$ cat src/verilog/vic_pkg.sv
// Purpose: Shared constants and types for the vectored interrupt control
// Assumes: 16-bit core addresses, APB register word per offset
// Notes:   Offsets are byte addresses on an 8-bit APB address
package vic_pkg;

   ////////////////////////////////////////////////////////////////////////
   // Register byte offsets
   localparam logic [7:0]  ADDR_ENABLE  = 8'h00;
   localparam logic [7:0]  ADDR_PENDING = 8'h04;
   localparam logic [7:0]  ADDR_COND    = 8'h08;
   localparam logic [7:0]  ADDR_AUXCFG  = 8'h0C;
   localparam logic [7:0]  ADDR_PSW     = 8'h10;
   localparam logic [7:0]  ADDR_SP      = 8'h14;
   localparam logic [7:0]  ADDR_PC      = 8'h18;
   localparam logic [7:0]  ADDR_EVSTAT  = 8'h1C;
   localparam logic [7:0]  ADDR_EVMASK  = 8'h20;

   ////////////////////////////////////////////////////////////////////////
   // Source ranks, also bit positions in pending and enable
   localparam int SRC_RESET = 0;
   localparam int SRC_NMI   = 1;
   localparam int SRC_EA    = 2;
   localparam int SRC_EB    = 3;
   localparam int SRC_EC    = 4;
   localparam int SRC_TMR   = 5;
   localparam int SRC_SER   = 6;
   localparam int SRC_ADC   = 7;
   localparam int BIT_GIE   = 0;
   localparam int BIT_AUXEN = 0;
   localparam int BIT_AUXPD = 1;
   localparam int BIT_SAVED = 0;
   localparam int EV_ACK    = 0;
   localparam int EV_RET    = 1;
   localparam int NUM_PINS  = 5;

   ////////////////////////////////////////////////////////////////////////
   // Reset values and addresses
   localparam logic [7:0]  ENABLE_RST   = 8'h00;
   localparam logic [7:0]  PENDING_RST  = 8'h00;
   localparam logic [2:0]  COND_RST     = 3'h0;
   localparam logic [1:0]  AUXCFG_RST   = 2'h0;
   localparam logic [15:0] SP_RST       = 16'h0000;
   localparam logic [15:0] PC_RST       = 16'h0000;
   localparam logic [15:0] RESET_VECTOR = 16'hFFFE;
   localparam logic [15:0] VECTOR_BASE  = 16'hFFFE;
   localparam logic [15:0] SP_STEP      = 16'h0002;
   localparam logic [1:0]  EV_RST       = 2'h0;

   ////////////////////////////////////////////////////////////////////////
   // Sequencer states
   typedef enum logic [2:0] {
      ST_IDLE = 3'b000,
      ST_RSTV = 3'b001,
      ST_PUSH = 3'b010,
      ST_VEC  = 3'b011,
      ST_POP  = 3'b100
   } vic_state_e;

   // Memory request towards the core bus
   typedef struct packed {
      logic        req;
      logic        we;
      logic [15:0] addr;
      logic [15:0] wdata;
   } vic_mem_s;

   localparam vic_mem_s MEM_IDLE = '{req: 1'b0, we: 1'b0,
                                     addr: 16'h0000, wdata: 16'h0000};

endpackage

$ cat src/verilog/vic_edge_sync.sv
// Purpose: Pin synchroniser with selectable edge detection
// Assumes: pin is asynchronous to pclk
// Notes:   pol high selects rising edge, low selects falling edge
`timescale 1ns/100ps
module vic_edge_sync (
   // Clock and reset
   input  wire logic pclk,
   input  wire logic presetn,
   // Pin and edge choice
   input  wire logic pin,
   input  wire logic pol,
   // Synchronised level and edge pulse
   output logic      level,
   output logic      edge_pulse
);

   logic       meta_reg;
   logic       sync_reg;
   logic       last_reg;
   logic [1:0] fill_reg;

   ////////////////////////////////////////////////////////////////////////
   // Two-stage synchroniser, then history
   // Level reads inactive high, edges masked until the chain is filled
   always_ff @(posedge pclk or negedge presetn) begin
      if (!presetn) begin
         meta_reg <= 1'b1;
         sync_reg <= 1'b1;
         last_reg <= 1'b1;
         fill_reg <= 2'h0;
      end else begin
         meta_reg <= pin;
         sync_reg <= meta_reg;
         last_reg <= sync_reg;
         if (fill_reg != 2'h3) begin
            fill_reg <= fill_reg + 2'h1;
         end
      end
   end

   assign level      = sync_reg;
   assign edge_pulse = (fill_reg == 2'h3) &
                       (pol ? (sync_reg & ~last_reg) : (~sync_reg & last_reg));

endmodule

$ cat src/verilog/vic_top.sv
// Purpose: Vectored interrupt control with acknowledge and return sequencer
// Assumes: core pulses instr_done at instruction end; memory acks once
// Notes:   APB slave, zero wait states, status word and stack pointer here
//
// Implementation choices: the register offsets and the APB interface to the registers.
`timescale 1ns/100ps
module vic_top (
   // Clock and reset
   input  wire logic             pclk,
   input  wire logic             presetn,
   // APB slave
   input  wire logic             psel,
   input  wire logic             penable,
   input  wire logic             pwrite,
   input  wire logic [7:0]       paddr,
   input  wire logic [31:0]      pwdata,
   output logic                  pready,
   output logic                  pslverr,
   output logic      [31:0]      prdata,
   // External interrupt pins
   input  wire logic             nmi_pin,
   input  wire logic             edge_int_in_a,
   input  wire logic             edge_int_in_b,
   input  wire logic             edge_int_in_c,
   input  wire logic             aux_level_interrupt_n,
   // On-chip peripheral request pulses
   input  wire logic             timer_ovf_evt,
   input  wire logic             serial_evt,
   input  wire logic             adc_evt,
   // Core side
   input  wire logic             instr_done,
   input  wire logic             ret_done,
   input  wire logic             return_from_interrupt_instr_done,
   input  wire logic [15:0]      cur_pc,
   output logic                  core_hold,
   output logic                  pc_load,
   output logic      [15:0]      pc_value,
   // Memory bus request
   output vic_pkg::vic_mem_s     mem_o,
   input  wire logic             mem_ack,
   input  wire logic [15:0]      mem_rdata,
   // Pin float control and interrupt
   output logic                  pins_hiz,
   output logic                  irq
);

   vic_pkg::vic_state_e state_reg, state_next;
   vic_pkg::vic_mem_s   mem_next;
   logic [7:0]  enable_reg, pending_reg, pending_next, pend_set, pend_clr;
   logic [2:0]  cond_reg;
   logic [1:0]  auxcfg_reg, evstat_reg, evmask_reg, ev_set;
   logic        saved_reg, is_return_from_interrupt_instr_reg, hiz_reg;
   logic [15:0] sp_reg, pc_reg, push_pc_reg;
   logic [2:0]  src_reg, src_next;
   localparam int NUM_PINS = vic_pkg::NUM_PINS;
   logic [7:0]  req;
   logic        any_req, aux_req;
   logic [NUM_PINS-1:0] pin_vec, pol_vec, lvl_vec, edge_vec;
   logic        setup, wr, rd;
   logic [31:0] rdata_next;
   logic        err_next;
   logic        ack_done, pop_done;

   ////////////////////////////////////////////////////////////////////////
   // Pin synchronisers
   assign pin_vec = {aux_level_interrupt_n, edge_int_in_c, edge_int_in_b,
                     edge_int_in_a, nmi_pin};
   assign pol_vec = {1'b0, cond_reg, 1'b1};

   genvar gi;
   generate
      for (gi = 0; gi < NUM_PINS; gi++) begin : g_pin
         vic_edge_sync u_sync (
            .pclk       (pclk),
            .presetn    (presetn),
            .pin        (pin_vec[gi]),
            .pol        (pol_vec[gi]),
            .level      (lvl_vec[gi]),
            .edge_pulse (edge_vec[gi])
         );
      end
   endgenerate

   ////////////////////////////////////////////////////////////////////////
   // APB decode
   assign setup  = psel & ~penable;
   assign wr     = psel & penable & pwrite;
   assign rd     = psel & penable & ~pwrite;
   assign pready = 1'b1;

   always_comb begin
      rdata_next = 32'h0000_0000;
      err_next   = 1'b0;
      if (paddr == vic_pkg::ADDR_ENABLE) begin
         rdata_next[7:0] = enable_reg;
      end else if (paddr == vic_pkg::ADDR_PENDING) begin
         rdata_next[7:0] = pending_reg;
      end else if (paddr == vic_pkg::ADDR_COND) begin
         rdata_next[2:0] = cond_reg;
      end else if (paddr == vic_pkg::ADDR_AUXCFG) begin
         rdata_next[1:0] = auxcfg_reg;
      end else if (paddr == vic_pkg::ADDR_PSW) begin
         rdata_next[0] = saved_reg;
      end else if (paddr == vic_pkg::ADDR_SP) begin
         rdata_next[15:0] = sp_reg;
      end else if (paddr == vic_pkg::ADDR_PC) begin
         rdata_next[15:0] = pc_reg;
      end else if (paddr == vic_pkg::ADDR_EVSTAT) begin
         rdata_next[1:0] = evstat_reg;
      end else if (paddr == vic_pkg::ADDR_EVMASK) begin
         rdata_next[1:0] = evmask_reg;
      end else begin
         err_next = 1'b1;
      end
   end

   always_ff @(posedge pclk or negedge presetn) begin
      if (!presetn) begin
         prdata  <= 32'h0000_0000;
         pslverr <= 1'b0;
      end else if (setup) begin
         prdata  <= pwrite ? 32'h0000_0000 : rdata_next;
         pslverr <= err_next;
      end
   end

   ////////////////////////////////////////////////////////////////////////
   // Request logic
   assign aux_req = auxcfg_reg[vic_pkg::BIT_AUXEN] &
                    auxcfg_reg[vic_pkg::BIT_AUXPD];
   always_comb begin
      req = 8'h00;
      req[vic_pkg::SRC_NMI] = pending_reg[vic_pkg::SRC_NMI];
      for (int i = vic_pkg::SRC_EA; i <= vic_pkg::SRC_ADC; i++) begin
         req[i] = enable_reg[vic_pkg::BIT_GIE] & enable_reg[i] &
                  pending_reg[i];
      end
      req[vic_pkg::SRC_SER] = req[vic_pkg::SRC_SER] |
                              (enable_reg[vic_pkg::BIT_GIE] & aux_req);
   end
   assign any_req = |req;

   always_comb begin
      src_next = src_reg;
      for (int i = vic_pkg::SRC_ADC; i >= vic_pkg::SRC_NMI; i--) begin
         if (req[i]) begin
            src_next = 3'(i);
         end
      end
   end

   ////////////////////////////////////////////////////////////////////////
   // Sequencer
   assign ack_done = (state_reg == vic_pkg::ST_PUSH) & mem_ack;
   assign pop_done = (state_reg == vic_pkg::ST_POP) & mem_ack;

   always_comb begin
      state_next = state_reg;
      case (state_reg)
         vic_pkg::ST_RSTV: begin
            if (mem_ack) begin
               state_next = vic_pkg::ST_IDLE;
            end
         end
         vic_pkg::ST_IDLE: begin
            if (ret_done | return_from_interrupt_instr_done) begin
               state_next = vic_pkg::ST_POP;
            end else if (instr_done & any_req) begin
               state_next = vic_pkg::ST_PUSH;
            end
         end
         vic_pkg::ST_PUSH: begin
            if (mem_ack) begin
               state_next = vic_pkg::ST_VEC;
            end
         end
         vic_pkg::ST_VEC, vic_pkg::ST_POP: begin
            if (mem_ack) begin
               state_next = vic_pkg::ST_IDLE;
            end
         end
         default: state_next = vic_pkg::ST_IDLE;
      endcase
   end

   always_comb begin
      mem_next = vic_pkg::MEM_IDLE;
      case (state_next)
         vic_pkg::ST_RSTV: begin
            mem_next.req  = 1'b1;
            mem_next.addr = vic_pkg::RESET_VECTOR;
         end
         vic_pkg::ST_PUSH: begin
            mem_next.req   = 1'b1;
            mem_next.we    = 1'b1;
            mem_next.addr  = sp_reg;
            mem_next.wdata = (state_reg == vic_pkg::ST_IDLE) ? cur_pc
                                                            : push_pc_reg;
         end
         vic_pkg::ST_VEC: begin
            mem_next.req  = 1'b1;
            mem_next.addr = vic_pkg::VECTOR_BASE -
                            {12'h000, src_reg, 1'b0};
         end
         vic_pkg::ST_POP: begin
            mem_next.req  = 1'b1;
            mem_next.addr = sp_reg - vic_pkg::SP_STEP;
         end
         default: mem_next = vic_pkg::MEM_IDLE;
      endcase
      if (mem_ack) begin
         mem_next.req = 1'b0;
      end
   end

   always_ff @(posedge pclk or negedge presetn) begin
      if (!presetn) begin
         state_reg <= vic_pkg::ST_RSTV;
         mem_o     <= vic_pkg::MEM_IDLE;
      end else begin
         state_reg <= state_next;
         mem_o     <= mem_next;
         if (state_reg != state_next) begin
            mem_o.req <= mem_next.req | (state_next != vic_pkg::ST_IDLE);
         end
      end
   end

   always_ff @(posedge pclk or negedge presetn) begin
      if (!presetn) begin
         src_reg     <= 3'h0;
         push_pc_reg <= vic_pkg::PC_RST;
         is_return_from_interrupt_instr_reg <= 1'b0;
      end else if (state_reg == vic_pkg::ST_IDLE) begin
         src_reg     <= src_next;
         push_pc_reg <= cur_pc;
         is_return_from_interrupt_instr_reg <= return_from_interrupt_instr_done;
      end
   end

   // PC load towards the core
   always_ff @(posedge pclk or negedge presetn) begin
      if (!presetn) begin
         pc_reg  <= vic_pkg::PC_RST;
         pc_load <= 1'b0;
      end else begin
         pc_load <= mem_ack & (state_reg == vic_pkg::ST_RSTV |
                               state_reg == vic_pkg::ST_VEC |
                               state_reg == vic_pkg::ST_POP);
         if (mem_ack & state_reg != vic_pkg::ST_PUSH &
             state_reg != vic_pkg::ST_IDLE) begin
            pc_reg <= mem_rdata;
         end
      end
   end
   assign pc_value  = pc_reg;
   assign core_hold = (state_reg != vic_pkg::ST_IDLE);

   // Stack pointer
   always_ff @(posedge pclk or negedge presetn) begin
      if (!presetn) begin
         sp_reg <= vic_pkg::SP_RST;
      end else if (ack_done) begin
         sp_reg <= sp_reg + vic_pkg::SP_STEP;
      end else if (pop_done) begin
         sp_reg <= sp_reg - vic_pkg::SP_STEP;
      end else if (wr & paddr == vic_pkg::ADDR_SP) begin
         sp_reg <= pwdata[15:0];
      end
   end

   // Enables, global enable and saved copy
   always_ff @(posedge pclk or negedge presetn) begin
      if (!presetn) begin
         enable_reg <= vic_pkg::ENABLE_RST;
         saved_reg  <= 1'b0;
      end else begin
         if (wr & paddr == vic_pkg::ADDR_ENABLE) begin
            enable_reg <= pwdata[7:0] & 8'hFD;
         end
         if (wr & paddr == vic_pkg::ADDR_PSW) begin
            saved_reg <= pwdata[vic_pkg::BIT_SAVED];
         end
         if (ack_done) begin
            saved_reg <= enable_reg[vic_pkg::BIT_GIE];
            enable_reg[vic_pkg::BIT_GIE] <= 1'b0;
         end else if (pop_done & is_return_from_interrupt_instr_reg & saved_reg) begin
            enable_reg[vic_pkg::BIT_GIE] <= 1'b1;
         end
      end
   end

   ////////////////////////////////////////////////////////////////////////
   // Pending flags
   always_comb begin
      pend_set = 8'h00;
      pend_clr = 8'h00;
      pend_set[vic_pkg::SRC_NMI] = edge_vec[0];
      pend_set[vic_pkg::SRC_EA]  = edge_vec[1];
      pend_set[vic_pkg::SRC_EB]  = edge_vec[2];
      pend_set[vic_pkg::SRC_EC]  = edge_vec[3];
      pend_set[vic_pkg::SRC_TMR] = timer_ovf_evt;
      pend_set[vic_pkg::SRC_SER] = serial_evt;
      pend_set[vic_pkg::SRC_ADC] = adc_evt;
      if (wr & paddr == vic_pkg::ADDR_PENDING) begin
         pend_clr[4:2] = ~pwdata[4:2];
         pend_clr[7:5] = ~pwdata[7:5];
         pend_set[7:5] = pend_set[7:5] | pwdata[7:5];
      end
      if (ack_done & src_reg <= 3'(vic_pkg::SRC_EC)) begin
         pend_clr[src_reg] = 1'b1;
      end
      pending_next = (pending_reg & ~pend_clr) | pend_set;
   end

   always_ff @(posedge pclk or negedge presetn) begin
      if (!presetn) begin
         pending_reg <= vic_pkg::PENDING_RST;
         cond_reg    <= vic_pkg::COND_RST;
      end else begin
         pending_reg <= pending_next;
         if (wr & paddr == vic_pkg::ADDR_COND) begin
            cond_reg <= pwdata[2:0];
         end
      end
   end

   // Aux level input: own enable and pending bits
   always_ff @(posedge pclk or negedge presetn) begin
      if (!presetn) begin
         auxcfg_reg <= vic_pkg::AUXCFG_RST;
      end else begin
         if (wr & paddr == vic_pkg::ADDR_AUXCFG) begin
            auxcfg_reg[vic_pkg::BIT_AUXEN] <= pwdata[vic_pkg::BIT_AUXEN];
            auxcfg_reg[vic_pkg::BIT_AUXPD] <= pwdata[vic_pkg::BIT_AUXPD] &
                                              auxcfg_reg[vic_pkg::BIT_AUXPD];
         end
         if (~lvl_vec[4]) begin
            auxcfg_reg[vic_pkg::BIT_AUXPD] <= 1'b1;
         end
      end
   end

   ////////////////////////////////////////////////////////////////////////
   // Event status, mask, interrupt line
   assign ev_set = {pop_done, ack_done};
   always_ff @(posedge pclk or negedge presetn) begin
      if (!presetn) begin
         evstat_reg <= vic_pkg::EV_RST;
         evmask_reg <= vic_pkg::EV_RST;
      end else begin
         if (rd & paddr == vic_pkg::ADDR_EVSTAT) begin
            evstat_reg <= ev_set;
         end else begin
            evstat_reg <= evstat_reg | ev_set;
         end
         if (wr & paddr == vic_pkg::ADDR_EVMASK) begin
            evmask_reg <= pwdata[1:0];
         end
      end
   end
   assign irq = |(evstat_reg & evmask_reg);

   // Pin float during reset
   always_ff @(posedge pclk or negedge presetn) begin
      if (!presetn) begin
         hiz_reg <= 1'b1;
      end else begin
         hiz_reg <= 1'b0;
      end
   end
   assign pins_hiz = hiz_reg | ~presetn;
endmodule

$ cat config.mk
export PLATFORM = sky130hd
export DESIGN_NAME = vic_top
export DESIGN_NICKNAME = d
export VERILOG_FILES = /design/src/verilog/vic_pkg.sv /design/src/verilog/vic_edge_sync.sv /design/src/verilog/vic_top.sv
export SDC_FILE = /design/constraint.sdc
export NUM_CORES = 1
export LEC_CHECK = 0
export BUFFER_PORTS_ARGS = -buffer_cell sky130_fd_sc_hd__buf_2
export CAP_MARGIN = 20
export CORE_ASPECT_RATIO = 0.8
export CORE_UTILIZATION = 37
export CTS_BUF_LIST = sky130_fd_sc_hd__clkbuf_4 sky130_fd_sc_hd__clkbuf_8
export CTS_CLUSTER_DIAMETER = 60
export CTS_CLUSTER_SIZE = 24
export DETAILED_ROUTE_END_ITERATION = 10
export PLACE_DENSITY_LB_ADDON = 0.15
export SLEW_MARGIN = 20
export SYNTH_ARGS = -nofsm -noshare
export SYNTH_HDL_FRONTEND = slang
export SYNTH_SLANG_ARGS = --single-unit
$ cat constraint.sdc
create_clock -name pclk -period 3 [get_ports pclk]
set_clock_uncertainty 0.05 [all_clocks]
set_input_delay 0 -clock pclk [delete_from_list [all_inputs] [get_ports pclk]]
set_output_delay 0 -clock pclk [all_outputs]
set_load 0.1 [all_outputs]
Word-level counts from Yosys, hierarchy flattened
Cells that the tools add are included.
{"block": "op_classes", "mul": 0, "shift": 0, "muxes": 68, "magnitude_cmp": 3, "n_addsub": 7, "reduce_logical": 14, "n_div": 0, "bitwise": 72, "eq_ne": 27}
{"operator": "16-bit 2-to-1 mux", "count": 12}
{"operator": "16-bit one-hot mux with 4 select lines", "count": 1}
{"operator": "1-bit AND", "count": 47}
{"operator": "8-bit 2-to-1 mux", "count": 5}
{"operator": "3-bit 2-to-1 mux", "count": 13}
{"operator": "8-bit by 5-bit == test with 1-bit output, second input constant", "count": 4}
{"operator": "14-bit 2-to-1 mux", "count": 2}
{"operator": "1-bit 2-to-1 mux", "count": 24}
{"operator": "16-bit by 2-bit adder with 16-bit output, second input constant", "count": 1}
{"operator": "8-bit by 4-bit == test with 1-bit output, second input constant", "count": 2}
{"operator": "8-bit OR", "count": 2}
{"operator": "16-bit by 2-bit subtractor with 16-bit output, second input constant", "count": 1}
{"operator": "15-bit 2-to-1 mux", "count": 1}
{"operator": "13-bit 2-to-1 mux", "count": 1}
{"operator": "3-bit by 2-bit == test with 1-bit output, second input constant", "count": 4}
{"operator": "2-bit 2-to-1 mux", "count": 6}
{"operator": "3-bit nonzero test", "count": 4}
{"operator": "2-bit != test, second input constant", "count": 5}
{"operator": "1-bit NOT", "count": 10}
{"operator": "3-bit one-hot mux with 3 select lines", "count": 1}
{"operator": "2-bit by 1-bit adder with 2-bit output, second input constant", "count": 4}
{"operator": "8-bit AND", "count": 1}
{"operator": "2-bit == test, second input constant", "count": 4}
{"operator": "8-bit by 3-bit == test with 1-bit output, second input constant", "count": 1}
{"operator": "27 further kinds", "count": 35}
{"block": "word_totals", "word_cells": 232, "in_bits": 89, "mem_count": 0, "latchBits": 0, "rom_bits": 0, "regBits": 171, "out_inout_bits": 88, "ramBits": 0}

Depth between registers and ports, before layout
Gate-level depths: netlist (run 1).
{"block": "logic_depth", "ltp_word": 16, "ltp_mapped": 9, "mapped_depth_nobuf": 8}

Modules after synthesis
A second synthesis (run 1) with hierarchy kept.
{"block": "unflattened", "cells_unflattened": 711, "area_unflattened_um2": 7666.1}
{"module": "vic_top", "cells_each": 656, "n_inst": 1, "area_per_inst_um2": 6721.4}
{"module": "vic_edge_sync", "cells_each": 11, "n_inst": 5, "area_per_inst_um2": 188.9}

Worst setup path before layout (run 1)
OpenSTA, ideal clock, no wires.
{"block": "synth_timing", "kind": "register to register", "from": "reg sp_reg[1]", "to": "reg mem_o[31] in the netlist's numbering", "stages_incl_launch_ff": 10, "setup_ns": 0.145, "required_time_ns": 2.805, "t_arrival_ns": 2.001, "synth_period_minus_slack_ns": 2.196, "n_path_buf": 1, "setup_slack_ns": 0.804, "cell_sequence": "dfrtp_1 buf_2 inv_1 ha_1 nor4b_4 nand4_1 or3_1 and2_0 o21ai_0 o311ai_1"}
{"item": "start: declaration", "line_no": "vic_top.sv:53", "rtl": "logic [15:0] sp_reg, pc_reg, push_pc_reg;"}
{"item": "start signal: assignment", "line_no": "vic_top.sv:262", "rtl": "sp_reg <= vic_pkg::SP_RST;"}
{"item": "start signal: assignment", "line_no": "vic_top.sv:264", "rtl": "sp_reg <= sp_reg + vic_pkg::SP_STEP;"}
{"item": "start signal: assignment", "line_no": "vic_top.sv:266", "rtl": "sp_reg <= sp_reg - vic_pkg::SP_STEP;"}
{"item": "end signal: assignment", "line_no": "vic_top.sv:219", "rtl": "mem_o <= vic_pkg::MEM_IDLE;"}
{"item": "end signal: assignment", "line_no": "vic_top.sv:222", "rtl": "mem_o <= mem_next;"}
{"item": "end: declaration", "line_no": "vic_top.sv:39", "rtl": "output vic_pkg::vic_mem_s mem_o,"}

==> run metrics, run 1 <==
status finished, final reports clean; Pint ~4500 uW; Seq/Total Area, Yosys 0.512; Sw Pwr about 4400 uW; count leader, synth dfrtp_1; FF+latch count, synth around 160; Layout area overhead 26.8%; RSZ-0062 raised after global routing false; final number of hold-violating endpoints 0; static leakage roughly 0.0045 uW; Synth Flop Type dfrtp_1; Switching Fraction 0.495; largest net degree at the start of global routing slightly below 90; flop-to-flop setup slack slightly below 0.6 ns; clock root buffer clkbuf_8; Area contributors post-synth dfrtp_1 46%, mux2_2 7.2%, dfstp_2 5.5%; vias in the first global route 6014; post-CTS sizing 0; DRT Pass-1 Iters 5; Post-Route WL around 21 mm; I/O pins 177; DR vias between 6000 and 7000; Setup crit start kind register; synth warn 0; HPWL after detailed placement 14.4 mm; Post-route DRC 0; WP data required between 3 and 4 ns; final worst path period need about 2.4 ns; Comb pwr share 0.466; worst min-delay path class input port to register; Top reg by flops mem_o; Die H between 100 and 150 um; Num CTS Buffers 17; R2R Path Start sp_reg[3]; CTS tree done; via-per-instance ratio ~5.2; share of layout cells above drive strength 1 0.294; # diodes 0; Mapped Area roughly 7600 um^2; maximum VDD drop around 0.65 mV; Power Density 915 nW/um^2; worst r2r path cells 6; Worst setup EP type register; Post-synth EDFFs 0; GP Congestion approximately 0.83; CTS H-tree depth 4; Slew @ Worst Pin between 0.8 and 0.9 ns; endpoints failing setup 0; GRT Util Overall 0.205; Seq. cell area 3900 um^2; worst path arrival time around 2.6 ns; max reg flops 34; CP max FO 15; global-route wire length before repair around 33 mm; fin crit share 0.805; WL/cell approximately 17 um; Reg power frac 0.345; # nets final ~1000; cell taking the most area after synthesis dfrtp_1; num rows 46; Relative slew margins 0.405; Die Footprint about 21000 um^2; Async S/R FF share, synth 1.00; hold_sp paddr[3]; maximum clock frequency between 0.4 and 0.5 GHz; Worst-path clk slew approximately 0.090 ns; syn avg cell area a little over 10 um^2; core area around 20000 um^2; # fillers 1889; overall die width between 150 and 200 um; CTS max path bufs 2; clock sinks 155; clock network fraction of total power 0.190; Initial Util 0.381; Mapped Cells 743; PortBufs ~140; Slew Viols, Final 0; Multi-input gate area approximately 3400 um^2; Setup CP Type register to register; grt total ovfl 0; Hold Path End auxcfg_reg[0]; RR Endpoint mem_o[26]; WHS Path Cells 3; Skew-Pair Late Insertion Delay approximately 0.46 ns; total negative slack 0 ns; Post-DRT Antenna Nets 0; post-layout util 0.484; Synth top cells by count 139 x dfrtp_1, 72 x nand2_1, 65 x o21ai_0; Yosys top cell area share 0.457; iteration-0 DRC count of the detailed router about 510; Netlist cell types 72; antenna violations before repair 0; maxcap violations 0
## power by group through the flow
stage	clock network [uW]	logic, uW	registers [uW]
after CTS	1730	4130	3050
after detailed placement	0	4060	3090
after global placement	0	4040	3080
after global routing	1800	4370	3130
final	1680	4120	3050
after floorplan	0	1730	4520
## per-stage QoR
step	total power, uW	setup WS (ns)	hold WS (ns)	cells	instance area [um^2]
after floorplan	6250	0.804	-0.346	759	7680
after CTS	8910	0.473	0.00665	1221	9660
after global placement	7120	0.562	0.0102	1120	8550
final	8840	0.586	0.0556	1221	9660
after detailed placement	7150	0.504	0.0107	1120	8550
after global routing	9300	0.310	0.0408	1221	9660
## cells in the final DEF, fill, tap and decap left out, types with 8 or more instances in the layout
master / count
nor3_1: 14
clkbuf_8: 20
o211ai_1: 14
nor2_1: 43
buf_2: 142
conb_1: 18
nand3_1: 18
inv_1: 17
xnor2_1: 8
dfstp_2: 16
buf_4: 16
a21oi_1: 39
o22ai_1: 12
dfrtp_1: 139
and3_1: 26
o21ai_0: 65
nand2_1: 72
mux2i_1: 9
mux2_2: 49
nor2b_1: 10
a31oi_1: 9
dlygate4sd3_1: 69
## worst max-delay path, stage by stage, from the launching register on
cell	delay, ns
dfrtp_1	0.58
nor3_2	0.41
nand3_2	0.25
or3_1	0.45
and2_0	0.18
o21ai_0	0.13
o311ai_0	0.17
## how the worst max path moves through the flow
stage	to	slack (ns)	start
after floorplan	mem_o[31]	0.80	sp_reg[1]
after detailed placement	mem_o[26]	0.50	pending_reg[1]
after CTS	mem_o[26]	0.47	pending_reg[1]
final	mem_o[26]	0.59	sp_reg[3]
after global placement	mem_o[26]	0.56	pending_reg[1]
after global routing	mem_o[31]	0.31	sp_reg[1]
## layer usage
layer / part of all wire / GRT usage
met5: 0 / 0
met4: 0.0086 / 0.0555
met1: 0.48 / 0.286
met2: 0.47 / 0.327
met3: 0.043 / 0.0372
## what timing repair did
| action | in CTS | in global routing |
|---|---|---|
| hold buffers | 69 | 0 |
| setup buffers | 0 | 0 |
| endpoints found under the hold margin | 167 | 0 |
| endpoints found under the setup margin | 0 | 0 |
## area by class of cell
| class | count | area share |
|---|---|---|
| flip-flops and latches | 155 | 0.404 |
| multi-input cells | 523 | 0.351 |
| repair buffers | 229 | 0.161 |
| well taps | 264 | 0.0342 |
| clock buffers | 21 | 0.0293 |
| clock inverters | 11 | 0.0136 |
| inverters | 18 | 0.00700 |
## kinds of logic (layout without fill, tap and decap cells)
family,count (synthesis),after routing,synth area share
adders and majority gates,6,6,0.00986
buffers and inverters,81,279,0.0506
DFF,155,155,0.512
muxes,62,62,0.0922
other,2,18,0.000986
xor gates and xnor gates,9,9,0.0104
and+or+nand+nor,239,239,0.169
AOI/OAI and AO/OA,189,189,0.155
(Power assumes the default switching activity.)
==> run 2: changes to the inputs <==
--- a/config.mk
+++ b/config.mk
@@ -5,6 +5,7 @@
 export SDC_FILE = /design/constraint.sdc
 export NUM_CORES = 1
 export LEC_CHECK = 0
+export ABC_AREA = 1
 export BUFFER_PORTS_ARGS = -buffer_cell sky130_fd_sc_hd__buf_2
 export CAP_MARGIN = 20
 export CORE_ASPECT_RATIO = 0.8
==> constraint.sdc (replaced) <==
create_clock -name pclk -period 2.1 [get_ports pclk]
set_clock_uncertainty 0.05 [all_clocks]
set_input_delay 0 -clock pclk [delete_from_list [all_inputs] [get_ports pclk]]
set_output_delay 0 -clock pclk [all_outputs]
set_load 0.1 [all_outputs]
==> run 2 against run 1 <==
- synthesized cell count rose by 17%
- utilization up 0.28 points
- wire length down 2.1%
- power grew 57%
- non-clock buffer count up 14
- count of clock-buffer cells in the layout fell by 1
- largest power group unchanged
==> run metrics, run 2 <==
HPWL after detailed placement 14.9 mm (+3.4%); maximum clock frequency around 0.51 GHz; synth warn 0 (unchanged); Synth top cells by count 157 x nand2_1, 139 x dfrtp_1, 95 x inv_1; Die Footprint 21200 um^2 (+0.28%); Max stage delay on crit path 0.55 ns (-0.03 ns); endpoints failing setup 0 (unchanged); crit path from state_reg[0]; PortBufs 143 (unchanged); Post-Route WL 20.8 mm (-2.1%); global-route wire length before repair 33.0 mm (-0.25%); Yosys top cell area share 0.455 (-0.00127); RR Endpoint mem_o[22]; Setup crit start kind register; CTS max path bufs 2 (unchanged); Seq. cell area 3900 um^2 (about the same); CP endpoint core_hold; commonest non-fill, non-tap cell in the layout nand2_1; Crit-path slowest cell dfstp_2; post-layout util 0.486 (+0.00280); CP bufs+invs 2 (+2); most frequent cells in the layout 157 x nand2_1, 142 x buf_2, 138 x dfrtp_1; worst min-delay path class input port to register; Power Density 1420 nW/um^2 (+56%); R2R Path Start state_reg[1]; GRT Util Overall 0.203 (-0.00193); Num CTS Buffers 17 (unchanged); vias in the first global route 6198 (+3.1%); crit path cell chain nor2_2 > nand2_1 > buf_4 > buf_2; CP max FO 17 (+2); clock root buffer clkbuf_8; num rows 46 (unchanged); maximum VDD drop 1.03 mV (+59%); Synth Flop Type dfrtp_1; maxcap violations 0 (unchanged); CTS H-tree depth 4 (unchanged); total negative slack 0 ns (unchanged); fin crit share 0.933; cell taking the most area after synthesis dfrtp_1; FF+latch count, synth 155 (unchanged); GP Congestion 0.873 (+4.9%); DRT Pass-1 Iters 5 (unchanged); via-per-instance ratio 4.76 (-8.4%); I/O pins 177 (unchanged); Setup CP Type register to output port; Slew Viols, Final 0 (unchanged); count leader, synth nand2_1; iteration-0 DRC count of the detailed router 504 (-0.98%); Multi-input gate area 3090 um^2 (-8.9%); clock sinks 155 (unchanged); # fillers 1950 (+3.2%); antenna violations before repair 0 (unchanged); Relative slew margins 0.584 (+0.179); # diodes 0 (unchanged); DR vias 6582 (+3.7%); Async S/R FF share, synth 1.00 (unchanged); # nets final 1200 (+15%); final worst slack 0.140 ns (-0.446 ns); worst path arrival time 1.91 ns (-0.72 ns); WP depth 4 (-2); Post-route DRC 0 (unchanged); overall die width 163 um (+0.14%); Top reg by flops mem_o; Skew-Pair Late Insertion Delay 0.45 ns (about the same); Layout area overhead 27.6%; CTS tree done; largest net degree at the start of global routing 55 (-38%); total power 13900 uW (+57%); CP top delay family buffers and inverters; Worst setup EP type output port; final worst path period need about 2.0 ns; WL/cell 15.0 um (-13%); RSZ-0062 raised after global routing true; final number of hold-violating endpoints 0 (unchanged); WP data required 2.05 ns (-1.17 ns); static leakage 0.00479 uW (+7.3%); flop-to-flop setup slack 0.25 ns (-0.34 ns); Post-DRT Antenna Nets 0 (unchanged); worst r2r path cells 6 (unchanged); Slew @ Worst Pin 0.624 ns (-0.262 ns); grt total ovfl 0 (unchanged); Die H 131 um (+0.14%); syn avg cell area 8.75 um^2 (-15%); Post-Layout Cell Count 1382 (+13%); share of layout cells above drive strength 1 0.263 (-0.0307); Netlist cell types 43 (-40%); Mapped Area 7640 um^2 (+0.28%); status finished, final reports clean; Area contributors post-synth dfrtp_1 46%, nand2_1 7.7%, dfstp_2 5.5%; core area 20000 um^2 (+0.29%); max reg flops 34 (unchanged); Place WS 0.252 ns (-0.253 ns); Seq/Total Area, Yosys 0.510 (-0.00143); Post-synth EDFFs 0 (unchanged); Worst-path clk slew 0.09 ns (about the same); cell count after placement 1271 (+13%); Initial Util 0.381 (about the same); Mapped Cells 873 (+17%)
==> run 2: cell count changes in the layout (fill, tap and decap cells not counted), moves of 9 or more <==
cell     before  now
or2_2         1   17
nand3_1      18   82
inv_1        17   94
mux2_2       49   21
xor2_1        1   14
and3_1       26    0
nand2_1      72  157
o22ai_1      12    3
nor2b_1      10    0
mux2i_1       9    0
a21oi_1      39   27
o21ai_1       1   14
nor2_1       43   72
==> run 2: worst min path at each step <==
| stage | slack, ns | cells past startpoint | from | to |
|---|---|---|---|---|
| after CTS | 0.01 | 5 | paddr[4] | pslverr |
| after floorplan | -0.35 | 0 | presetn | auxcfg_reg[0] |
| after global routing | 0.03 | 6 | ret_done | state_reg[1] |
| after detailed placement | -0.04 | 1 | presetn | is_return_from_interrupt_instr_reg |
| after global placement | -0.04 | 1 | presetn | state_reg[2] |
| final | 0.03 | 6 | ret_done | state_reg[1] |
==> run 2: worst min-delay path, stage by stage <==
cell and delay, ns:
buf_2 0.07, nor2_1 0.05, inv_1 0.05, nor2_1 0.05
nand2_2 0.08, nand2_4 0.14
==> run 2: cell families after synthesis <==
family	count (synthesis)	share of synthesized area
xor gates and xnor gates	18	0.0206
other	2	0.000983
buffers and inverters	148	0.0931
DFF	155	0.510
and+or+nand+nor	375	0.226
AOI/OAI and AO/OA	148	0.108
adders and majority gates	6	0.00983
muxes	21	0.0310
==> run 2: area by class of cell <==
type                            instances  share of cell area
Tap cell                              264              0.0339
Inverter                              102              0.0393
Multi-Input combinational cell        586               0.317
Clock buffer                           20              0.0276
Clock inverter                         12              0.0107
Timing Repair Buffer                  243               0.171
Sequential cell                       155               0.400
==> run 2: power by group <==
group / internal, uW / total (uW) / switching, uW
sequential: 3820 / 4500 / 674
combinational: 1600 / 7230 / 5630
clock: 926 / 2150 / 1220
total: 6340 / 13900 / 7530
==> run 2: metal layers <==
layer | GRT usage | wire, um | up-vias
met5 | 0 | 0 | -
met4 | 0.0478 | 148 | 0
met3 | 0.0505 | 1480 | 13
met2 | 0.284 | 8090 | 210
met1 | 0.310 | 11100 | 3079
li1 | - | - | 3280
==> run 2: through the flow <==
| stage | hold WS [ns] | cell area, um^2 |
|---|---|---|
| 6_report | 0.0252 | 9740 |
| 3_3_place_gp | -0.0382 | 8580 |
| 3_5_place_dp | -0.0410 | 8580 |
| 5_1_grt | 0.0291 | 9740 |
| 2_1_floorplan | -0.346 | 7700 |
| 4_1_cts | 0.0107 | 9720 |
==> run 2: repair_timing <==
action / 4_1_cts / 5_1_grt
hold buffers: 77 / 0
endpoints found under the hold margin: 178 / 0
setup endpoints to repair: 0 / 6
resized for setup: 0 / 3
buffers inserted: 0 / 3
==> run 3: changes to the inputs <==
--- a/config.mk
+++ b/config.mk
@@ -8,7 +8,7 @@
 export ABC_AREA = 1
 export BUFFER_PORTS_ARGS = -buffer_cell sky130_fd_sc_hd__buf_2
 export CAP_MARGIN = 20
-export CORE_ASPECT_RATIO = 0.8
+export CORE_ASPECT_RATIO = 0.6
 export CORE_UTILIZATION = 37
 export CTS_BUF_LIST = sky130_fd_sc_hd__clkbuf_4 sky130_fd_sc_hd__clkbuf_8
 export CTS_CLUSTER_DIAMETER = 60
==> run 3 against run 2 <==
- fmax is 0.68% lower
- global-route usage up 1.4 points
- count of clock-buffer cells in the layout is 1 lower
- highest routed layer unchanged
==> run metrics, run 3 (synthesis gave the netlist of run 2 again) <==
grt total ovfl 0 (unchanged); Setup crit start kind input port; GRT Util Overall 0.216 (+0.0136); Worst-path clk slew 0.09 ns (about the same); CP endpoint pslverr; HPWL after detailed placement 15.8 mm (+6.1%); commonest non-fill, non-tap cell in the layout nand2_1; worst path arrival time 2.28 ns (+0.37 ns); WP data required 2.40 ns (+0.35 ns); CTS max path bufs 2 (unchanged); CTS H-tree depth 4 (unchanged); Post-Layout Cell Count 1386 (+0.29%); WL/cell 16.0 um (+6.4%); # nets final 1195 (-0.42%); most frequent cells in the layout 157 x nand2_1, 142 x buf_2, 139 x dfrtp_1; final worst path period need 1.97 ns (+0.0135 ns); Crit-path slowest cell dlygate4sd3_1; Num CTS Buffers 17 (unchanged); flop-to-flop setup slack 0.15 ns (-0.10 ns); CP max FO 20 (+3); Relative slew margins 0.553 (-0.0312); # fillers 2033 (+4.3%); Slew @ Worst Pin 0.671 ns (+0.0468 ns); metal3 WL 2.04 mm (+37%); fin crit share 0.940 (+0.00643); Max stage delay on crit path 0.55 ns (about the same); Setup CP Type input port to register; Worst setup EP type register; RSZ-0062 raised after global routing false; clock sinks 155 (unchanged); Layout area overhead 27.7%; Post-Route WL 22.2 mm (+6.7%); Top reg by flops mem_o; GP Congestion 0.930 (+6.5%); # diodes 0 (unchanged); Power Density 1460 nW/um^2 (+2.2%); most used cell, CP dlygate4sd3_1; global-route wire length before repair 34.9 mm (+5.9%); maximum clock frequency 0.507 GHz (-0.68%); CTS tree done; clock root buffer clkbuf_8; placed cell area 8600 um^2 (+0.28%); static leakage 0.00479 uW (about the same); DR vias 6674 (+1.4%); Die H 113 um (-13%); status finished, final reports clean; final number of hold-violating endpoints 0 (unchanged); endpoints failing setup 0 (unchanged); Non-Filler Cell Area, Final 9760 um^2 (+0.14%); crit path from paddr[5]; I/O pins 177 (unchanged); Post-DRT Antenna Nets 0 (unchanged); total power 14200 uW (+2.3%); Post-route DRC 0 (unchanged); total negative slack 0 ns (unchanged); worst r2r path cells 8 (+2); cell count after placement 1280 (+0.71%); Die Footprint 21200 um^2 (about the same); antenna violations before repair 0 (unchanged); core area 20100 um^2 (+0.45%); PortBufs 143 (unchanged); maxcap violations 0 (unchanged); Skew-Pair Late Insertion Delay 0.47 ns (+0.02 ns); final worst slack 0.126 ns (-0.0135 ns); max reg flops 34 (unchanged); Top Metal Used met4; vias in the first global route 6216 (+0.29%); maximum VDD drop 1.24 mV (+20%); overall die width 187 um (+15%); R2R Path Start sp_reg[1]; Initial Util 0.380 (-0.00171); share of layout cells above drive strength 1 0.263 (+0.000283); Slew Viols, Final 0 (unchanged); crit path cell chain dlygate4sd3_1 > buf_2 > inv_2 > nand2_1 > nor2_4 > nand2_2 > buf_4 > nand2_4 > inv_1 > o211ai_1 > o21ai_0 > dlygate4sd3_1; RR Endpoint sp_reg[7]; DRT Pass-1 Iters 5 (unchanged); largest net degree at the start of global routing 95 (+73%); WL met1 12.2 mm (+10%); Place WS 0.168 ns (-0.0835 ns); num rows 40 (-13%); iteration-0 DRC count of the detailed router 635 (+26%); met2 routed WL 7.77 mm (-3.9%); via-per-instance ratio 4.82 (+1.1%); worst min-delay path class input port to asynchronous set/reset pin
[run 3: cell types whose count changed in the layout (fill, tap and decap cells not counted), sizes merged]
cell	previous run	this run
bufinv	0	2
clkbuf	20	19
inv	108	104
clkinv	3	5
dlygate4sd3	76	72
clkinvlp	3	4
buf	167	166
[run 3: critical path: cells and delay by family]
family,cells,cell delay [ns]
and+or+nand+nor,4,0.51
AOI/OAI and AO/OA,2,0.17
buffers and inverters,6,1.59
[run 3: area by class of cell]
| type | count | area (um^2) | share of cell area |
|---|---|---|---|
| Clock buffer | 19 | 255 | 0.0262 |
| Clock inverter | 13 | 144 | 0.0147 |
| Inverter | 102 | 383 | 0.0392 |
| Multi-Input combinational cell | 586 | 3090 | 0.317 |
| Sequential cell | 155 | 3900 | 0.400 |
| Tap cell | 273 | 342 | 0.0350 |
| Timing Repair Buffer | 238 | 1640 | 0.168 |
[run 3: metal layers]
metal,GRT usage,vias to the layer above
met2,0.260,290
li1,-,3265
met4,0.0477,0
met3,0.0611,11
met5,0,-
met1,0.362,3108
[run 3: where the power goes]
group | total [uW] | internal, uW | switching (uW)
logic | 7370 | 1600 | 5760
clock network | 2300 | 1110 | 1190
registers | 4530 | 3820 | 710
total | 14200 | 6530 | 7670
[run 3: timing repair]
action | in CTS | in global routing
endpoints found under the hold margin | 244 | 0
endpoints found under the setup margin | 0 | 7
buffers inserted | 0 | 1
resized for setup | 0 | 4
hold buffers | 73 | 0
[run 3: how the worst min path moves through the flow]
stage          startpoint       endpoint  slack, ns
2_1_floorplan     presetn  auxcfg_reg[0]      -0.35
3_3_place_gp      presetn  evmask_reg[0]      -0.13
3_5_place_dp      presetn        pslverr      -0.12
4_1_cts          ret_done   state_reg[1]       0.03
5_1_grt           presetn        hiz_reg       0.04
6_report          presetn        hiz_reg       0.05
[run 3: per-stage QoR]
stage / util / hold WS [ns]
5_1_grt: 0.485 / 0.0393
6_report: 0.485 / 0.0489
3_3_place_gp: 0.428 / -0.126
4_1_cts: 0.484 / 0.0267
2_1_floorplan: - / -0.346
3_5_place_dp: 0.428 / -0.122
